===== src/core/ccic_consts.svh =====
// Offsets, field positions and reset values of the chop and channel config block
`ifndef CCIC_CONSTS_SVH
`define CCIC_CONSTS_SVH

// Register indices as printed; byte address is four times the index
`define CCIC_IDX_CHOP 8'h06
`define CCIC_IDX_CH0 8'h09
`define CCIC_IDX_CH1 8'h0e
`define CCIC_IDX_STAT 8'h20
`define CCIC_IDX_CTRL 8'h21

// Chop configuration fields
`define CCIC_DLY_MSB 12
`define CCIC_DLY_LSB 9
`define CCIC_EN_BIT 8
`define CCIC_CHOP_RST 16'h0600

// Channel configuration fields
`define CCIC_SEL_MSB 1
`define CCIC_SEL_LSB 0
`define CCIC_CH_RST 16'h0000
`define CCIC_CH_RO_MASK 16'hffc7

// Control register bit that requests a measurement start
`define CCIC_CTRL_START_BIT 0

`endif


===== src/core/ccic_pkg.sv =====
// Types shared by the chop and channel config block
package ccic_pkg;
  typedef enum logic [1:0] {
    CCIC_SEL_PINS = 2'h0,
    CCIC_SEL_SHORT = 2'h1,
    CCIC_SEL_TEST_POS = 2'h2,
    CCIC_SEL_TEST_NEG = 2'h3
  } ccic_sel_t;

  typedef enum logic [1:0] {
    CCIC_ST_IDLE = 2'b00,
    CCIC_ST_SETTLE = 2'b01,
    CCIC_ST_MEASURE = 2'b11
  } ccic_state_t;
endpackage


===== src/core/ccic_chop_if.sv =====
// Interface between register file and chop settle timer
`timescale 1ns/1ns
interface ccic_chop_if;
  logic enable;
  logic [3:0] delay_code;
  logic start;
  logic settling;
  logic measuring;
  modport regs (output enable, output delay_code, output start, input settling, input measuring);
  modport timer (input enable, input delay_code, input start, output settling, output measuring);
endinterface


===== src/core/ccic_settle_timer.sv =====
// Chop settle timer: counts modulator periods before measurement begins
`timescale 1ns/1ns
`include "ccic_consts.svh"
module ccic_settle_timer
  import ccic_pkg::*;
(
  // Clock and reset
  input wire logic clk,
  input wire logic rst_n,
  // Control
  ccic_chop_if.timer chop
);
  ccic_state_t state;
  ccic_state_t next_state;
  logic [16:0] count;
  logic [16:0] next_count;

  // Period count for a delay code: 2^(n+1)
  function automatic logic [16:0] settle_periods(input logic [3:0] code);
    // Shift 2 by the code so that code 1111b cannot wrap to zero
    settle_periods = 17'h00002 << code;
  endfunction

  // Next state and count
  always_comb begin
    next_state = state;
    next_count = count;
    case (state)
      CCIC_ST_IDLE: begin
        if (chop.start && chop.enable) begin
          next_state = CCIC_ST_SETTLE;
          next_count = settle_periods(chop.delay_code) - 17'h00001;
        end else if (chop.start) begin
          next_state = CCIC_ST_MEASURE;
        end
      end
      CCIC_ST_SETTLE: begin
        if (count == 17'h00000) begin
          next_state = CCIC_ST_MEASURE;
        end else begin
          next_count = count - 17'h00001;
        end
      end
      CCIC_ST_MEASURE: begin
        next_state = CCIC_ST_IDLE;
      end
      default: begin
        next_state = CCIC_ST_IDLE;
      end
    endcase
  end

  // State registers
  always_ff @(posedge clk or negedge rst_n) begin
    if (!rst_n) begin
      state <= CCIC_ST_IDLE;
      count <= 17'h00000;
    end else begin
      state <= next_state;
      count <= next_count;
    end
  end

  assign chop.settling = (state == CCIC_ST_SETTLE);
  assign chop.measuring = (state == CCIC_ST_MEASURE);
endmodule


===== src/core/ccic_top.sv =====
// Chop and channel input configuration registers with APB slave
//
// Overview of operation
// - With chop on, wait a settling delay in modulator periods before measuring.
// - Chop enable bit 8 turns global chop on; resets off.
// - Channel select bits 1:0: 00b own pins, 01b inputs shorted; reset 00b.
// - Select 10b routes positive dc test signal, 11b negative.
//
// Decided for this implementation: the APB interface to the registers.
`timescale 1ns/1ns
`include "ccic_consts.svh"
module ccic_top
  import ccic_pkg::*;
(
  // Clock and reset (CLK is the modulator clock)
  input wire logic CLK,
  input wire logic RST_N,
  // APB slave
  input wire logic PSEL,
  input wire logic PENABLE,
  input wire logic PWRITE,
  input wire logic [11:0] PADDR,
  input wire logic [31:0] PWDATA,
  output logic [31:0] PRDATA,
  output logic PREADY,
  output logic PSLVERR,
  // Configuration outputs
  output logic CHOP_ENABLE,
  output logic [3:0] CHOP_SETTLE_DELAY,
  output logic [1:0] CH0_INPUT_SELECT,
  output logic [1:0] CH1_INPUT_SELECT,
  // Analog routing controls per channel (0 and 1)
  output logic [1:0] CONNECT_PINS,
  output logic [1:0] SHORT_INPUTS,
  output logic [1:0] TEST_POS,
  output logic [1:0] TEST_NEG,
  // Measurement status
  output logic SETTLING,
  output logic MEASURE_START
);
  localparam int NCH = 2;

  ccic_chop_if chop_bus ();

  logic [15:0] chop_cfg;
  logic [15:0] ch_cfg [NCH];
  logic [15:0] next_chop_cfg;
  logic [15:0] next_ch_cfg [NCH];
  logic [31:0] next_prdata;
  logic next_pready;
  logic next_pslverr;
  logic start_req;
  logic next_start_req;
  logic [NCH-1:0] next_pins;
  logic [NCH-1:0] next_short;
  logic [NCH-1:0] next_tpos;
  logic [NCH-1:0] next_tneg;

  // Index decode of a byte address; address bits 1:0 are ignored, so unaligned addresses are not rejected
  function automatic logic [9:0] word_index(input logic [11:0] addr);
    word_index = addr[11:2];
  endfunction

  function automatic logic is_mapped(input logic [11:0] addr);
    logic [9:0] idx;
    idx = word_index(addr);
    is_mapped = (idx == {2'h0, `CCIC_IDX_CHOP}) || (idx == {2'h0, `CCIC_IDX_CH0}) ||
                (idx == {2'h0, `CCIC_IDX_CH1}) || (idx == {2'h0, `CCIC_IDX_STAT}) ||
                (idx == {2'h0, `CCIC_IDX_CTRL});
  endfunction

  wire access = PSEL && PENABLE && !PREADY;
  wire wr = access && PWRITE && is_mapped(PADDR);
  wire [9:0] idx = word_index(PADDR);

  // Register writes and read mux; one wait state per access
  always_comb begin
    next_chop_cfg = chop_cfg;
    for (int i = 0; i < NCH; i++) begin
      next_ch_cfg[i] = ch_cfg[i];
    end
    next_start_req = 1'b0;
    next_prdata = 32'h00000000;
    next_pready = access;
    next_pslverr = access && !is_mapped(PADDR);
    if (wr) begin
      case (idx)
        {2'h0, `CCIC_IDX_CHOP}: next_chop_cfg = PWDATA[15:0];
        {2'h0, `CCIC_IDX_CH0}: next_ch_cfg[0] = PWDATA[15:0] & `CCIC_CH_RO_MASK;
        {2'h0, `CCIC_IDX_CH1}: next_ch_cfg[1] = PWDATA[15:0] & `CCIC_CH_RO_MASK;
        {2'h0, `CCIC_IDX_CTRL}: next_start_req = PWDATA[`CCIC_CTRL_START_BIT];
        default: next_start_req = 1'b0;
      endcase
    end
    if (access && !PWRITE) begin
      case (idx)
        {2'h0, `CCIC_IDX_CHOP}: next_prdata = {16'h0000, chop_cfg};
        {2'h0, `CCIC_IDX_CH0}: next_prdata = {16'h0000, ch_cfg[0]};
        {2'h0, `CCIC_IDX_CH1}: next_prdata = {16'h0000, ch_cfg[1]};
        {2'h0, `CCIC_IDX_STAT}: next_prdata = {30'h0, chop_bus.measuring, chop_bus.settling};
        default: next_prdata = 32'h00000000;
      endcase
    end
  end

  // Input routing decode per channel
  generate
    for (genvar g = 0; g < NCH; g++) begin : g_route
      wire [1:0] sel = ch_cfg[g][`CCIC_SEL_MSB:`CCIC_SEL_LSB];
      assign next_pins[g] = (sel == CCIC_SEL_PINS);
      assign next_short[g] = (sel == CCIC_SEL_SHORT);
      assign next_tpos[g] = (sel == CCIC_SEL_TEST_POS);
      assign next_tneg[g] = (sel == CCIC_SEL_TEST_NEG);
    end
  endgenerate

  // Registers and outputs
  always_ff @(posedge CLK or negedge RST_N) begin
    if (!RST_N) begin
      chop_cfg <= `CCIC_CHOP_RST;
      for (int i = 0; i < NCH; i++) begin
        ch_cfg[i] <= `CCIC_CH_RST;
      end
      start_req <= 1'b0;
      PRDATA <= 32'h00000000;
      PREADY <= 1'b0;
      PSLVERR <= 1'b0;
      CHOP_ENABLE <= 1'b0;
      CHOP_SETTLE_DELAY <= 4'h3;
      CH0_INPUT_SELECT <= 2'h0;
      CH1_INPUT_SELECT <= 2'h0;
      CONNECT_PINS <= 2'h3;
      SHORT_INPUTS <= 2'h0;
      TEST_POS <= 2'h0;
      TEST_NEG <= 2'h0;
      SETTLING <= 1'b0;
      MEASURE_START <= 1'b0;
    end else begin
      chop_cfg <= next_chop_cfg;
      for (int i = 0; i < NCH; i++) begin
        ch_cfg[i] <= next_ch_cfg[i];
      end
      start_req <= next_start_req;
      PRDATA <= next_prdata;
      PREADY <= next_pready;
      PSLVERR <= next_pslverr;
      CHOP_ENABLE <= chop_cfg[`CCIC_EN_BIT];
      CHOP_SETTLE_DELAY <= chop_cfg[`CCIC_DLY_MSB:`CCIC_DLY_LSB];
      CH0_INPUT_SELECT <= ch_cfg[0][`CCIC_SEL_MSB:`CCIC_SEL_LSB];
      CH1_INPUT_SELECT <= ch_cfg[1][`CCIC_SEL_MSB:`CCIC_SEL_LSB];
      CONNECT_PINS <= next_pins;
      SHORT_INPUTS <= next_short;
      TEST_POS <= next_tpos;
      TEST_NEG <= next_tneg;
      SETTLING <= chop_bus.settling;
      MEASURE_START <= chop_bus.measuring;
    end
  end

  // Timer control
  assign chop_bus.enable = chop_cfg[`CCIC_EN_BIT];
  assign chop_bus.delay_code = chop_cfg[`CCIC_DLY_MSB:`CCIC_DLY_LSB];
  assign chop_bus.start = start_req;

  ccic_settle_timer u_timer (
    .clk(CLK),
    .rst_n(RST_N),
    .chop(chop_bus)
  );
endmodule


===== config.mk =====
export PLATFORM = sky130hd
export DESIGN_NAME = ccic_top
export DESIGN_NICKNAME = d
export VERILOG_FILES = /design/src/core/ccic_pkg.sv /design/src/core/ccic_chop_if.sv /design/src/core/ccic_settle_timer.sv /design/src/core/ccic_top.sv
export VERILOG_INCLUDE_DIRS = /design/src /design/src/core
export SDC_FILE = /design/constraint.sdc
export NUM_CORES = 1
export LEC_CHECK = 0
export ABC_AREA = 1
export CAP_MARGIN = 25
export CELL_PAD_IN_SITES_DETAIL_PLACEMENT = 1
export CELL_PAD_IN_SITES_GLOBAL_PLACEMENT = 1
export CORE_ASPECT_RATIO = 1.75
export CORE_MARGIN = 2
export CORE_UTILIZATION = 50
export DETAILED_ROUTE_END_ITERATION = 7
export DONT_BUFFER_PORTS = 1
export GPL_ROUTABILITY_DRIVEN = 0
export PLACE_DENSITY = 0.88
export SYNTH_ARGS = -nofsm -noshare
export SYNTH_HDL_FRONTEND = slang
export SYNTH_SLANG_ARGS = --single-unit

===== constraint.sdc =====
create_clock -name CLK -period 2.9 [get_ports CLK]
set_input_delay 0.145 -clock CLK [delete_from_list [all_inputs] [get_ports CLK]]
set_output_delay 0.145 -clock CLK [all_outputs]
set_load 0.01 [all_outputs]

==> flow_summary_export.csv, run 1 <==
group,metric,value,unit
pwr,p_per_area,506.1,nW/um^2
route,via_per_inst,5.467,
setup_path,worst_setup_path_start_kind,"primary input",
finish,diodes,0,
pwr,vdd_drop_max,0.3494,mV
finish,drive_above_1_share,13.03,%
pwr,power_leakage,2.556,nW
setup_path,crit_type,"primary input to flop",
timing,setup_viol,0,
logic_synthesis,synth_most_common_cell,"nand2_1",
global_route,grt_pass1_wl,20490,um
logic_synthesis,synthTopCellsByArea,"dfrtp_1, nand2_1, o21ai_1",
floorplan,die_h,134.4,um
clock_tree,cts_tree,"built",
route,vias,3898,
logic_synthesis,yosysSeqAreaShare,51.17,%
run_status,status,"complete, no violations",
placed_design,dp_hpwl,8858,um
timing,fin_crit_sh,95.38,%
global_route,antenna_found_initial,0,
logic_synthesis,synth.ff_latch_count,99,
global_route,grt_usage,25.58,%
route,initialDrtViolationCount,198,
timing,worst_slew_pin_slew,0.7006,ns
logic_synthesis,avgSynthCellArea,8.401,um^2
global_route,grt_max_degree,100,
placed_design,portBuffers,0,
logic_synthesis,synthCells,578,
finish,fill_cells,1161,
clock_tree,clockBufferDepth,2,
floorplan,ios,102,
logic_synthesis,synthArstFlopShare,100.0,%
timing,layout_min_cycle_time,2.766,ns
worst_hold_path,hp-class,"primary input to flop",
global_route,grt_overflow_total,0,
finish,fin_util,55.87,%
timing,setup_tns,0,ns
floorplan,die_area,10550,um^2
route,postRouteAntennaNets,0,
pwr,power,0.002678,W
clock_tree,clock_latency,0.35,ns
finish,multi_input_comb_area,1909,um^2
clock_tree,cts_resized,0,
floorplan,num_rows,47,
logic_synthesis,synth_top_cells_by_count,"nand2_1, dfrtp_1, inv_1",
timing,fmaxAchievable,0.3615,GHz
clock_tree,numClockSinks,99,
setup_path,max_stage_delay,0.60,ns
floorplan,die_w,78.50,um
setup_path,arrival,2.96,ns
setup_path,path_cells,"dlygate4sd3_1, nand2_1, dlygate4sd3_1, nor2_1, inv_1, nor2_2, nand3_2, nand2_1, o21ai_1",
finish,syn_to_final_growth,8.941,%
timing,maxSlewViolCount,0,
clock_tree,clk_pin_slew_worst_paths,0.07,ns
floorplan,start_util,51.29,%
logic_synthesis,synth_flop_cell,"dfrtp_1",
route,drc,0,
setup_path,crit_path_max_fanout,32,
finish,seqCellArea,2485,um^2
logic_synthesis,yosys.area.top_type,"dfrtp_1",
route,drt_pass1_iterations,4,
clock_tree,cts_root_buf,"clkbuf_16",
logic_synthesis,synth_top_area_share,47.93,%
setup_path,worst_setup_path_end_kind,"flop",
logic_synthesis,yosysWarnings,0,
finish,layout.nets,636,
floorplan,core,9468,um^2
setup_path,crit_slowest_cell,"nand3_2",
logic_synthesis,synth_edf_count,0,
timing,clock_skew,0.007455,ns
run,maxCapViolCount,0,
clock_tree,cts_buffers,9,
route,post_drt_wl_per_cell,17.69,um
route,routed_wl,12610,um
global_route,grt_pass1_vias,4195,
clock_tree,htree_levels,3,
timing,finalHoldViolCount,0,
logic_synthesis,synth_cell_types,39,
setup_path,cp.required,3.10,ns
logic_synthesis,synth_area,4856,um^2
timing,maxSlewHeadroom,53.24,%
timing,rsz0062_at_grt,"false",
metal layers:
layer | vias up | wire, um | track usage (%)
met5 | - | 0 | 0
met4 | 0 | 469 | 14.62
met3 | 32 | 354 | 4.374
met2 | 91 | 7292 | 47.27
met1 | 1961 | 4498 | 26.75
li1 | 1814 | - | -
logic make-up (layout without fill, tap and decap cells):
group	count (synthesis)	count (layout)	share of synthesized area [%]
xor+xnor	1	1	0.1804
flops	99	99	51.17
other cells	1	16	0.07723
buf+inv	102	100	10.67
compound gates	88	88	10.23
fa+ha+maj	1	1	0.2576
simple gates	286	286	27.42
repair_timing:
item                                   CTS  global route
endpoints found under the hold margin  127             0
buffers inserted                         0             0
hold buffers                            17             0
stage by stage:
stage	setup WS, ns	hold WS [ns]	std cells	area (um^2)
after floorplan	1.044	-0.1506	593	4912
after global placement	0.6832	-0.1463	680	4805
after detailed placement	0.6079	-0.1462	680	4805
after CTS	0.2480	0.001455	713	5290
after global routing	0.04677	0.007922	713	5290
final	0.1341	0.01126	713	5290
final cells by class:
cell class                      instances  share of cell area (%)
Clock inverter                          4                  0.9697
Sequential cell                        99                   46.97
Clock buffer                           12                   4.659
Tap cell                              122                   2.886
Inverter                               66                   4.730
Multi-Input combinational cell        392                   36.09
Timing Repair Buffer                   18                   3.690
worst paths after layout:
| path | startpoint | to | slack, ns | depth (start not counted) |
|---|---|---|---|---|
| worst min register to register | chop_cfg[9] | CHOP_SETTLE_DELAY[0] | 0.43 | 0 |
| worst max register to register | u_timer.state[0] | u_timer.count[10] | 0.54 | 12 |
| worst min-delay path | PWDATA[12] | ch_cfg[28] | 0.01 | 2 |
| max in group asynchronous | RST_N | CHOP_SETTLE_DELAY[1] | 2.10 | 2 |
| min in group asynchronous | RST_N | u_timer.count[12] | 0.37 | 2 |
| worst max-delay path | PENABLE | chop_cfg[0] | 0.13 | 9 |
cell usage in the layout (no fill, tap or decap), types with 4 or more instances in the layout:
cell type	Yosys	routed
a21oi_1	7	7
a31oi_1	11	11
clkbuf_16	0	9
conb_1	1	16
dfrtp_1	93	93
dfstp_2	6	6
dlygate4sd3_1	0	16
inv_1	59	59
inv_2	6	6
nand2_1	157	157
nand2_2	11	11
nand3_1	28	28
nand3_2	4	4
nand4_1	4	4
nor2_1	49	49
nor2_2	16	16
nor2_4	5	5
o21ai_0	5	5
o21ai_1	53	53
o21ai_2	5	5
worst max-delay path: cells and delay by family:
family | cells | cell delay [ns]
buf+inv | 3 | 1.24
compound gates | 1 | 0.12
simple gates | 5 | 1.46
state kept, by name (all words and copies together), names as in the netlist, 2 cells and up:
signal / flops
CH0_INPUT_SELECT: 2
CHOP_SETTLE_DELAY: 4
TEST_POS: 2
SHORT_INPUTS: 2
CH1_INPUT_SELECT: 2
TEST_NEG: 2
CONNECT_PINS: 2
u_timer.state: 2
PRDATA: 16
ch_cfg: 26
chop_cfg: 16
u_timer.count: 17
power by group:
part           leakage (nW)  internal, W  switching (W)
logic                  1.05    0.0000245      0.0000598
registers              1.36      0.00138     0.00000177
clock network         0.143     0.000695       0.000514
total                  2.56      0.00210       0.000576
Power figures use the tool's default switching activity.
==> run 2, diff against run 1 <==
- ABC_AREA: 1 -> unset
- CORE_UTILIZATION: 50 -> 53
==> run 2 against run 1 <==
Effect of this change:
- sequential share of layout area increased by 0.41 points
- core utilization grew 5.0 points
- synthesized cell count down 27%
- clock skew is 0.0011 ns lower
- clock-buffer cell count fell by 2
- die area is 8.8% lower
- first-iteration DRC count up 64%
- wire length up 6.0%
- setup slack gained 0.13 ns
- hold slack improved by 0.049 ns
- critical path type is now flop to flop
- critical path depth rose by 1
- largest cell class unchanged
==> flow_summary_export.csv, run 2 <==
group,metric,value,unit
logic_synthesis,synth_top_area_share,49.77,%
timing,maxSlewViolCount,0,
global_route,antenna_found_initial,0,
timing,rsz0062_at_grt,"false",
pwr,vdd_drop_max,0.4094,mV
floorplan,die_w,75,um
logic_synthesis,synthTopCellsByArea,"dfrtp_1, mux2_2, dfstp_2",
clock_tree,cts_buffers,9,
route,highest_layer,"met4",
timing,layout_min_cycle_time,2.635,ns
run,maxCapViolCount,0,
global_route,grt_usage,29.70,%
timing,finalHoldViolCount,0,
floorplan,die_h,128.3,um
route,met3WireLength,552,um
timing,setup_tns,0,ns
placed_design,portBuffers,0,
floorplan,ios,102,
clock_tree,clk_pin_slew_worst_paths,0.07,ns
route,via_per_inst,6.398,
finish,drive_above_1_share,20.40,%
run_status,status,"complete, no violations",
setup_path,crit_path_max_fanout,8,
route,post_drt_wl_per_cell,23.74,um
clock_tree,clockBufferDepth,2,
setup_path,reg2reg_slack,0.27,ns
route,dr_wl_met2,7532,um
timing,maxSlewHeadroom,44.72,%
finish,largest_reg_flops,26,
setup_path,cp.required,3.08,ns
setup_path,arrival,2.81,ns
placed_design,dp_hpwl,8180,um
setup_path,crit_type,"flop to flop",
worst_hold_path,hp-class,"primary input to flop",
logic_synthesis,synth_edf_count,0,
logic_synthesis,synth_cell_types,66,
setup_path,r2r_start,"u_timer.state[1]",
logic_synthesis,synthArstFlopShare,100.0,%
timing,fin_crit_sh,90.85,%
setup_path,r2r-end,"u_timer.count[12]",
route,routed_wl,13370,um
floorplan,start_util,54.28,%
route,met1_length,4709,um
logic_synthesis,synth_flop_cell,"dfrtp_1",
pwr,p_per_area,530.4,nW/um^2
floorplan,core,8615,um^2
pwr,power_leakage,2.448,nW
logic_synthesis,avgSynthCellArea,11.11,um^2
clock_tree,cts_tree,"built",
setup_path,worst_setup_path_end_kind,"flop",
worst_hold_path,min_path_cells,3,
route,postRouteAntennaNets,0,
route,drt_pass1_iterations,5,
clock_tree,numClockSinks,99,
global_route,grt_pass1_vias,4064,
finish,mostFrequentLayoutCells,"dfrtp_1, mux2_2, nor2_1",
logic_synthesis,synth_most_common_cell,"dfrtp_1",
setup_path,reg2reg_depth,10,
clock_tree,clock_latency,0.34,ns
finish,layout_commonest_cell,"dfrtp_1",
route,vias,3602,
clock_tree,htree_levels,3,
global_route,grt_pass1_wl,21300,um
logic_synthesis,yosysWarnings,0,
finish,diodes,0,
worst_hold_path,hold_path_end,"PREADY",
timing,clock_skew,0.006396,ns
route,initialDrtViolationCount,325,
finish,reg_top3,"ch_cfg: 26 flops, u_timer.count: 17 flops",
global_route,grt_max_degree,100,
timing,setup_viol,0,
finish,regMostFlops,"ch_cfg",
timing,worst_slew_pin_slew,0.8176,ns
worst_hold_path,min-delay-start,"PENABLE",
floorplan,num_rows,45,
timing,whs,0.06035,ns
floorplan,die_area,9619,um^2
finish,layout.nets,493,
clock_tree,cts_root_buf,"clkbuf_16",
logic_synthesis,synth.ff_latch_count,99,
global_route,grt_overflow_total,0,
setup_path,worst_setup_path_start_kind,"flop",
logic_synthesis,synth_top_cells_by_count,"dfrtp_1, mux2_2, nor2_1",
route,drc,0,
finish,syn_to_final_growth,12.15,%
logic_synthesis,yosysSeqAreaShare,53.14,%
timing,fmaxAchievable,0.3796,GHz
logic_synthesis,synth_area,4676,um^2
logic_synthesis,synthCells,421,
logic_synthesis,yosys.area.top_type,"dfrtp_1",
-- run 2: changes by cell type after synthesis, moves of 23 or more --
| cell | change |
|---|---|
| inv_1 | -57 |
| mux2_2 | +43 |
| nand2_1 | -123 |
| nand3_1 | -23 |
| o21ai_1 | -53 |
-- run 2: kinds of logic after synthesis --
logic type,after synthesis,synth area share [%]
AO/OA/AOI/OAI,92,13.46
adder cells (fa/ha/maj),1,0.2676
buffers and inverters,40,5.780
flip-flops,99,53.14
multiplexers,50,11.85
other,1,0.08020
AND/OR/NAND/NOR,138,15.41
-- run 2: how the worst max path moves through the flow --
| stage | from | to | slack (ns) | depth (start not counted) |
|---|---|---|---|---|
| finish | u_timer.state[1] | u_timer.count[12] | 0.27 | 10 |
| global route | u_timer.state[1] | u_timer.count[14] | 0.08 | 9 |
| CTS | u_timer.state[1] | u_timer.count[12] | 0.12 | 10 |
| detailed placement | u_timer.state[1] | u_timer.count[14] | 0.22 | 10 |
| global placement | u_timer.state[1] | u_timer.count[14] | 0.33 | 10 |
| floorplan | u_timer.state[1] | u_timer.count[14] | 0.08 | 13 |
-- run 2: where the power goes --
group / internal [W] / total, W / switching [W] / leakage (nW)
Combinational: 0.0000404 / 0.000119 / 0.0000789 / 0.944
Sequential: 0.00139 / 0.00141 / 0.0000138 / 1.36
Clock: 0.000750 / 0.00126 / 0.000506 / 0.145
Total: 0.00218 / 0.00278 / 0.000599 / 2.45
-- run 2: critical path, stage by stage, from the launching register on --
cell	delay [ns]
dfrtp_1	0.46
nand2b_1	0.17
clkinv_1	0.20
nor3_2	0.23
a22oi_1	0.11
ha_1	0.27
o311ai_1	0.15
o22a_2	0.33
mux2i_1	0.10
o21ai_0	0.25
o21ai_0	0.20
-- run 2: timing repair --
item	4_1_cts	5_1_grt
setup buffers	0	1
gates resized for setup	0	3
endpoints found under the setup margin	0	5
hold buffers	19	0
endpoints found under the hold margin	142	0
-- run 2: area by class of cell --
cell class / instances / area, um^2
timing repair buffer: 33 / 312.8
sequential: 99 / 2485
fill: 913 / 3371
clock inverter: 4 / 76.32
inverter: 3 / 11.26
clock buffer: 10 / 229.0
tap: 117 / 146.4
multi-input combinational: 297 / 1983
-- run 2: routing by layer --
layer  GRT usage (%)  vias up
li1                -     1546
met3           4.717       47
met2           52.17      141
met4           16.81        0
met5               0        -
met1           32.65     1868
-- run 2: through the flow --
stage | utilization (%) | std cells | area, um^2 | setup WS, ns | total power [W]
floorplan | - | 436 | 4735 | 0.08369 | 0.001491
global placement | 54.76 | 529 | 4717 | 0.3288 | 0.001487
detailed placement | 54.76 | 529 | 4717 | 0.2237 | 0.001490
CTS | 60.71 | 562 | 5230 | 0.1244 | 0.002785
global route | 60.87 | 563 | 5244 | 0.08383 | 0.002843
finish | 60.87 | 563 | 5244 | 0.2654 | 0.002781
==> run 3, diff against run 2 <==
- CORE_UTILIZATION: 53 -> 49
- GPL_ROUTABILITY_DRIVEN: 0 -> 1
- PLACE_DENSITY: 0.88 -> 0.83
- clock period: 2.9 -> 2.47 ns (I/O delays scaled with it)
==> run 3 against run 2 <==
Effect of this change:
- the flow now finishes with violations (setup timing)
- maximum frequency increased by 5.4%
- sequential share of layout area decreased by 1.5 points
- combinational power increased by 19%
- cell count increased by 3.4%
- hold slack got worse by 0.040 ns
- first-iteration DRC count decreased by 14%
- flip-flop and latch count unchanged
- critical endpoint is now u_timer.count[13]
==> flow_summary_export.csv, run 3 (synthesized netlist as in run 2, its figures left out) <==
group,metric,value,unit
setup_path,worst_setup_path_start_kind,"flop",
clock_tree,htree_levels,3,
timing,clock_skew,0.007343,ns
route,post_drt_wl_per_cell,21.94,um
floorplan,die_w,77.84,um
run_status,status,"complete, but fails checks",
finish,regMostFlops,"ch_cfg",
setup_path,cp.required,2.71,ns
timing,fin_crit_sh,101.2,%
floorplan,ios,102,
route,vias,3609,
run_status,violations,"setup timing",
setup_path,path_cells,"or4_4, or4_4, o22ai_1, and2_1, o31ai_1, a311oi_1",
pwr,p_per_area,595.5,nW/um^2
finish,multi_input_comb_area,2048,um^2
floorplan,core,9350,um^2
floorplan,die_area,10370,um^2
clock_tree,cts_tree,"built",
setup_path,worst_setup_path_end_kind,"flop",
pwr,vdd_drop_max,0.4708,mV
setup_path,path_delay_family,"simple AND/OR/NAND/NOR gates",
pwr,power,0.003226,W
clock_tree,clockBufferDepth,2,
timing,maxSlewHeadroom,45.57,%
timing,finalHoldViolCount,0,
clock_tree,cts_buffers,9,
setup_path,max_stage_delay,0.57,ns
floorplan,start_util,50.01,%
finish,layout.nets,505,
global_route,grt_pass1_vias,3905,
route,postRouteAntennaNets,0,
timing,layout_min_cycle_time,2.500,ns
global_route,antenna_found_initial,0,
clock_tree,clock_latency,0.35,ns
timing,fmaxAchievable,0.3999,GHz
clock_tree,cts_root_buf,"clkbuf_16",
route,drt_pass1_iterations,4,
route,routed_wl,12770,um
setup_path,arrival,2.74,ns
clock_tree,clk_pin_slew_worst_paths,0.07,ns
finish,reg_top3,"ch_cfg: 26 flops, u_timer.count: 17 flops",
finish,mostFrequentLayoutCells,"dfrtp_1, mux2_2, nor2_1",
clock_tree,numClockSinks,99,
timing,rsz0062_at_grt,"true",
global_route,grt_overflow_total,0,
finish,fill_cells,988,
setup_path,crit_type,"flop to flop",
route,initialDrtViolationCount,278,
finish,layout_commonest_cell,"dfrtp_1",
route,via_per_inst,6.201,
timing,maxSlewViolCount,0,
timing,setup_viol,1,
placed_design,portBuffers,0,
pwr,power_leakage,2.520,nW
setup_path,cp_num_buf_inv,0,
setup_path,path_common_cell,"or4_4",
finish,syn_to_final_growth,15.84,%
route,drc,0,
placed_design,place_worst_setup_slack,-0.03270,ns
finish,diodes,0,
global_route,grt_max_degree,100,
timing,setup_slack,-0.03048,ns
setup_path,crit_slowest_cell,"or4_4",
global_route,grt_usage,25.71,%
finish,largest_reg_flops,26,
global_route,grt_pass1_wl,20440,um
setup_path,crit_path_max_fanout,4,
finish,seqCellArea,2486,um^2
placed_design,gp_congestion,0.8903,
run,maxCapViolCount,0,
floorplan,die_h,133.2,um
timing,worst_slew_pin_slew,0.8121,ns
finish,drive_above_1_share,24.78,%
placed_design,dp_hpwl,8509,um
floorplan,num_rows,47,
worst_hold_path,hp-class,"primary input to flop",
## run 3: path summary, 6_finish.rpt
check                      slack (ns)              endpoint  depth (start not counted)             start
max                             -0.03     u_timer.count[13]                          6  u_timer.count[8]
max in group asynchronous        1.72  CHOP_SETTLE_DELAY[1]                          2             RST_N
min reg2reg                      0.50           chop_cfg[5]                          1       chop_cfg[5]
min in group asynchronous        0.35           TEST_NEG[0]                          2             RST_N
max reg2reg                     -0.03     u_timer.count[13]                          6  u_timer.count[8]
min                              0.02                PREADY                          3           PENABLE
## run 3: stage by stage
step / hold slack, ns / instances / util (%) / instance area [um^2] / TNS [ns]
detailed placement: -0.1690 / 546 / 52.04 / 4866 / -0.03929
global route: 0.02799 / 582 / 57.93 / 5416 / -0.2229
CTS: 0.01994 / 581 / 57.62 / 5388 / 0
finish: 0.02022 / 582 / 57.93 / 5416 / -0.03048
floorplan: -0.1721 / 436 / - / 4805 / 0
global placement: -0.1694 / 546 / 52.04 / 4866 / 0
## run 3: cell type report
class                   instances  area share (%)
clock buffers                  11           4.481
multi-input cells             297           37.81
flip-flops and latches         99           45.90
clock inverters                 5           1.109
repair buffers                 45           7.577
well taps                     122           2.818
inverters                       3          0.3003
## run 3: per-layer routing
layer	vias up	GRT usage [%]	share of wire [%]
li1	1571	-	-
met1	1889	27.24	36
met2	109	47.37	57
met3	40	3.388	3.3
met4	0	15.28	4.0
met5	-	0	0
## run 3: where the power goes
part	internal [W]	switching, W	total (W)
logic	0.0000515	0.0000906	0.000142
registers	0.00163	0.0000150	0.00165
clock network	0.000817	0.000618	0.00143
total	0.00250	0.000723	0.00323
## run 3: tightest hold or removal path: stages
cell and delay (ns):
nand2_1 0.03, or2_2 0.12, inv_1 0.06
## run 3: repair_timing
item                       4_1_cts  5_1_grt
setup endpoints to repair        3        8
resized for setup                4        6
buffers inserted                 0        1
pin swaps                        1        3
hold buffers                    19        0
hold endpoints to repair       142        0
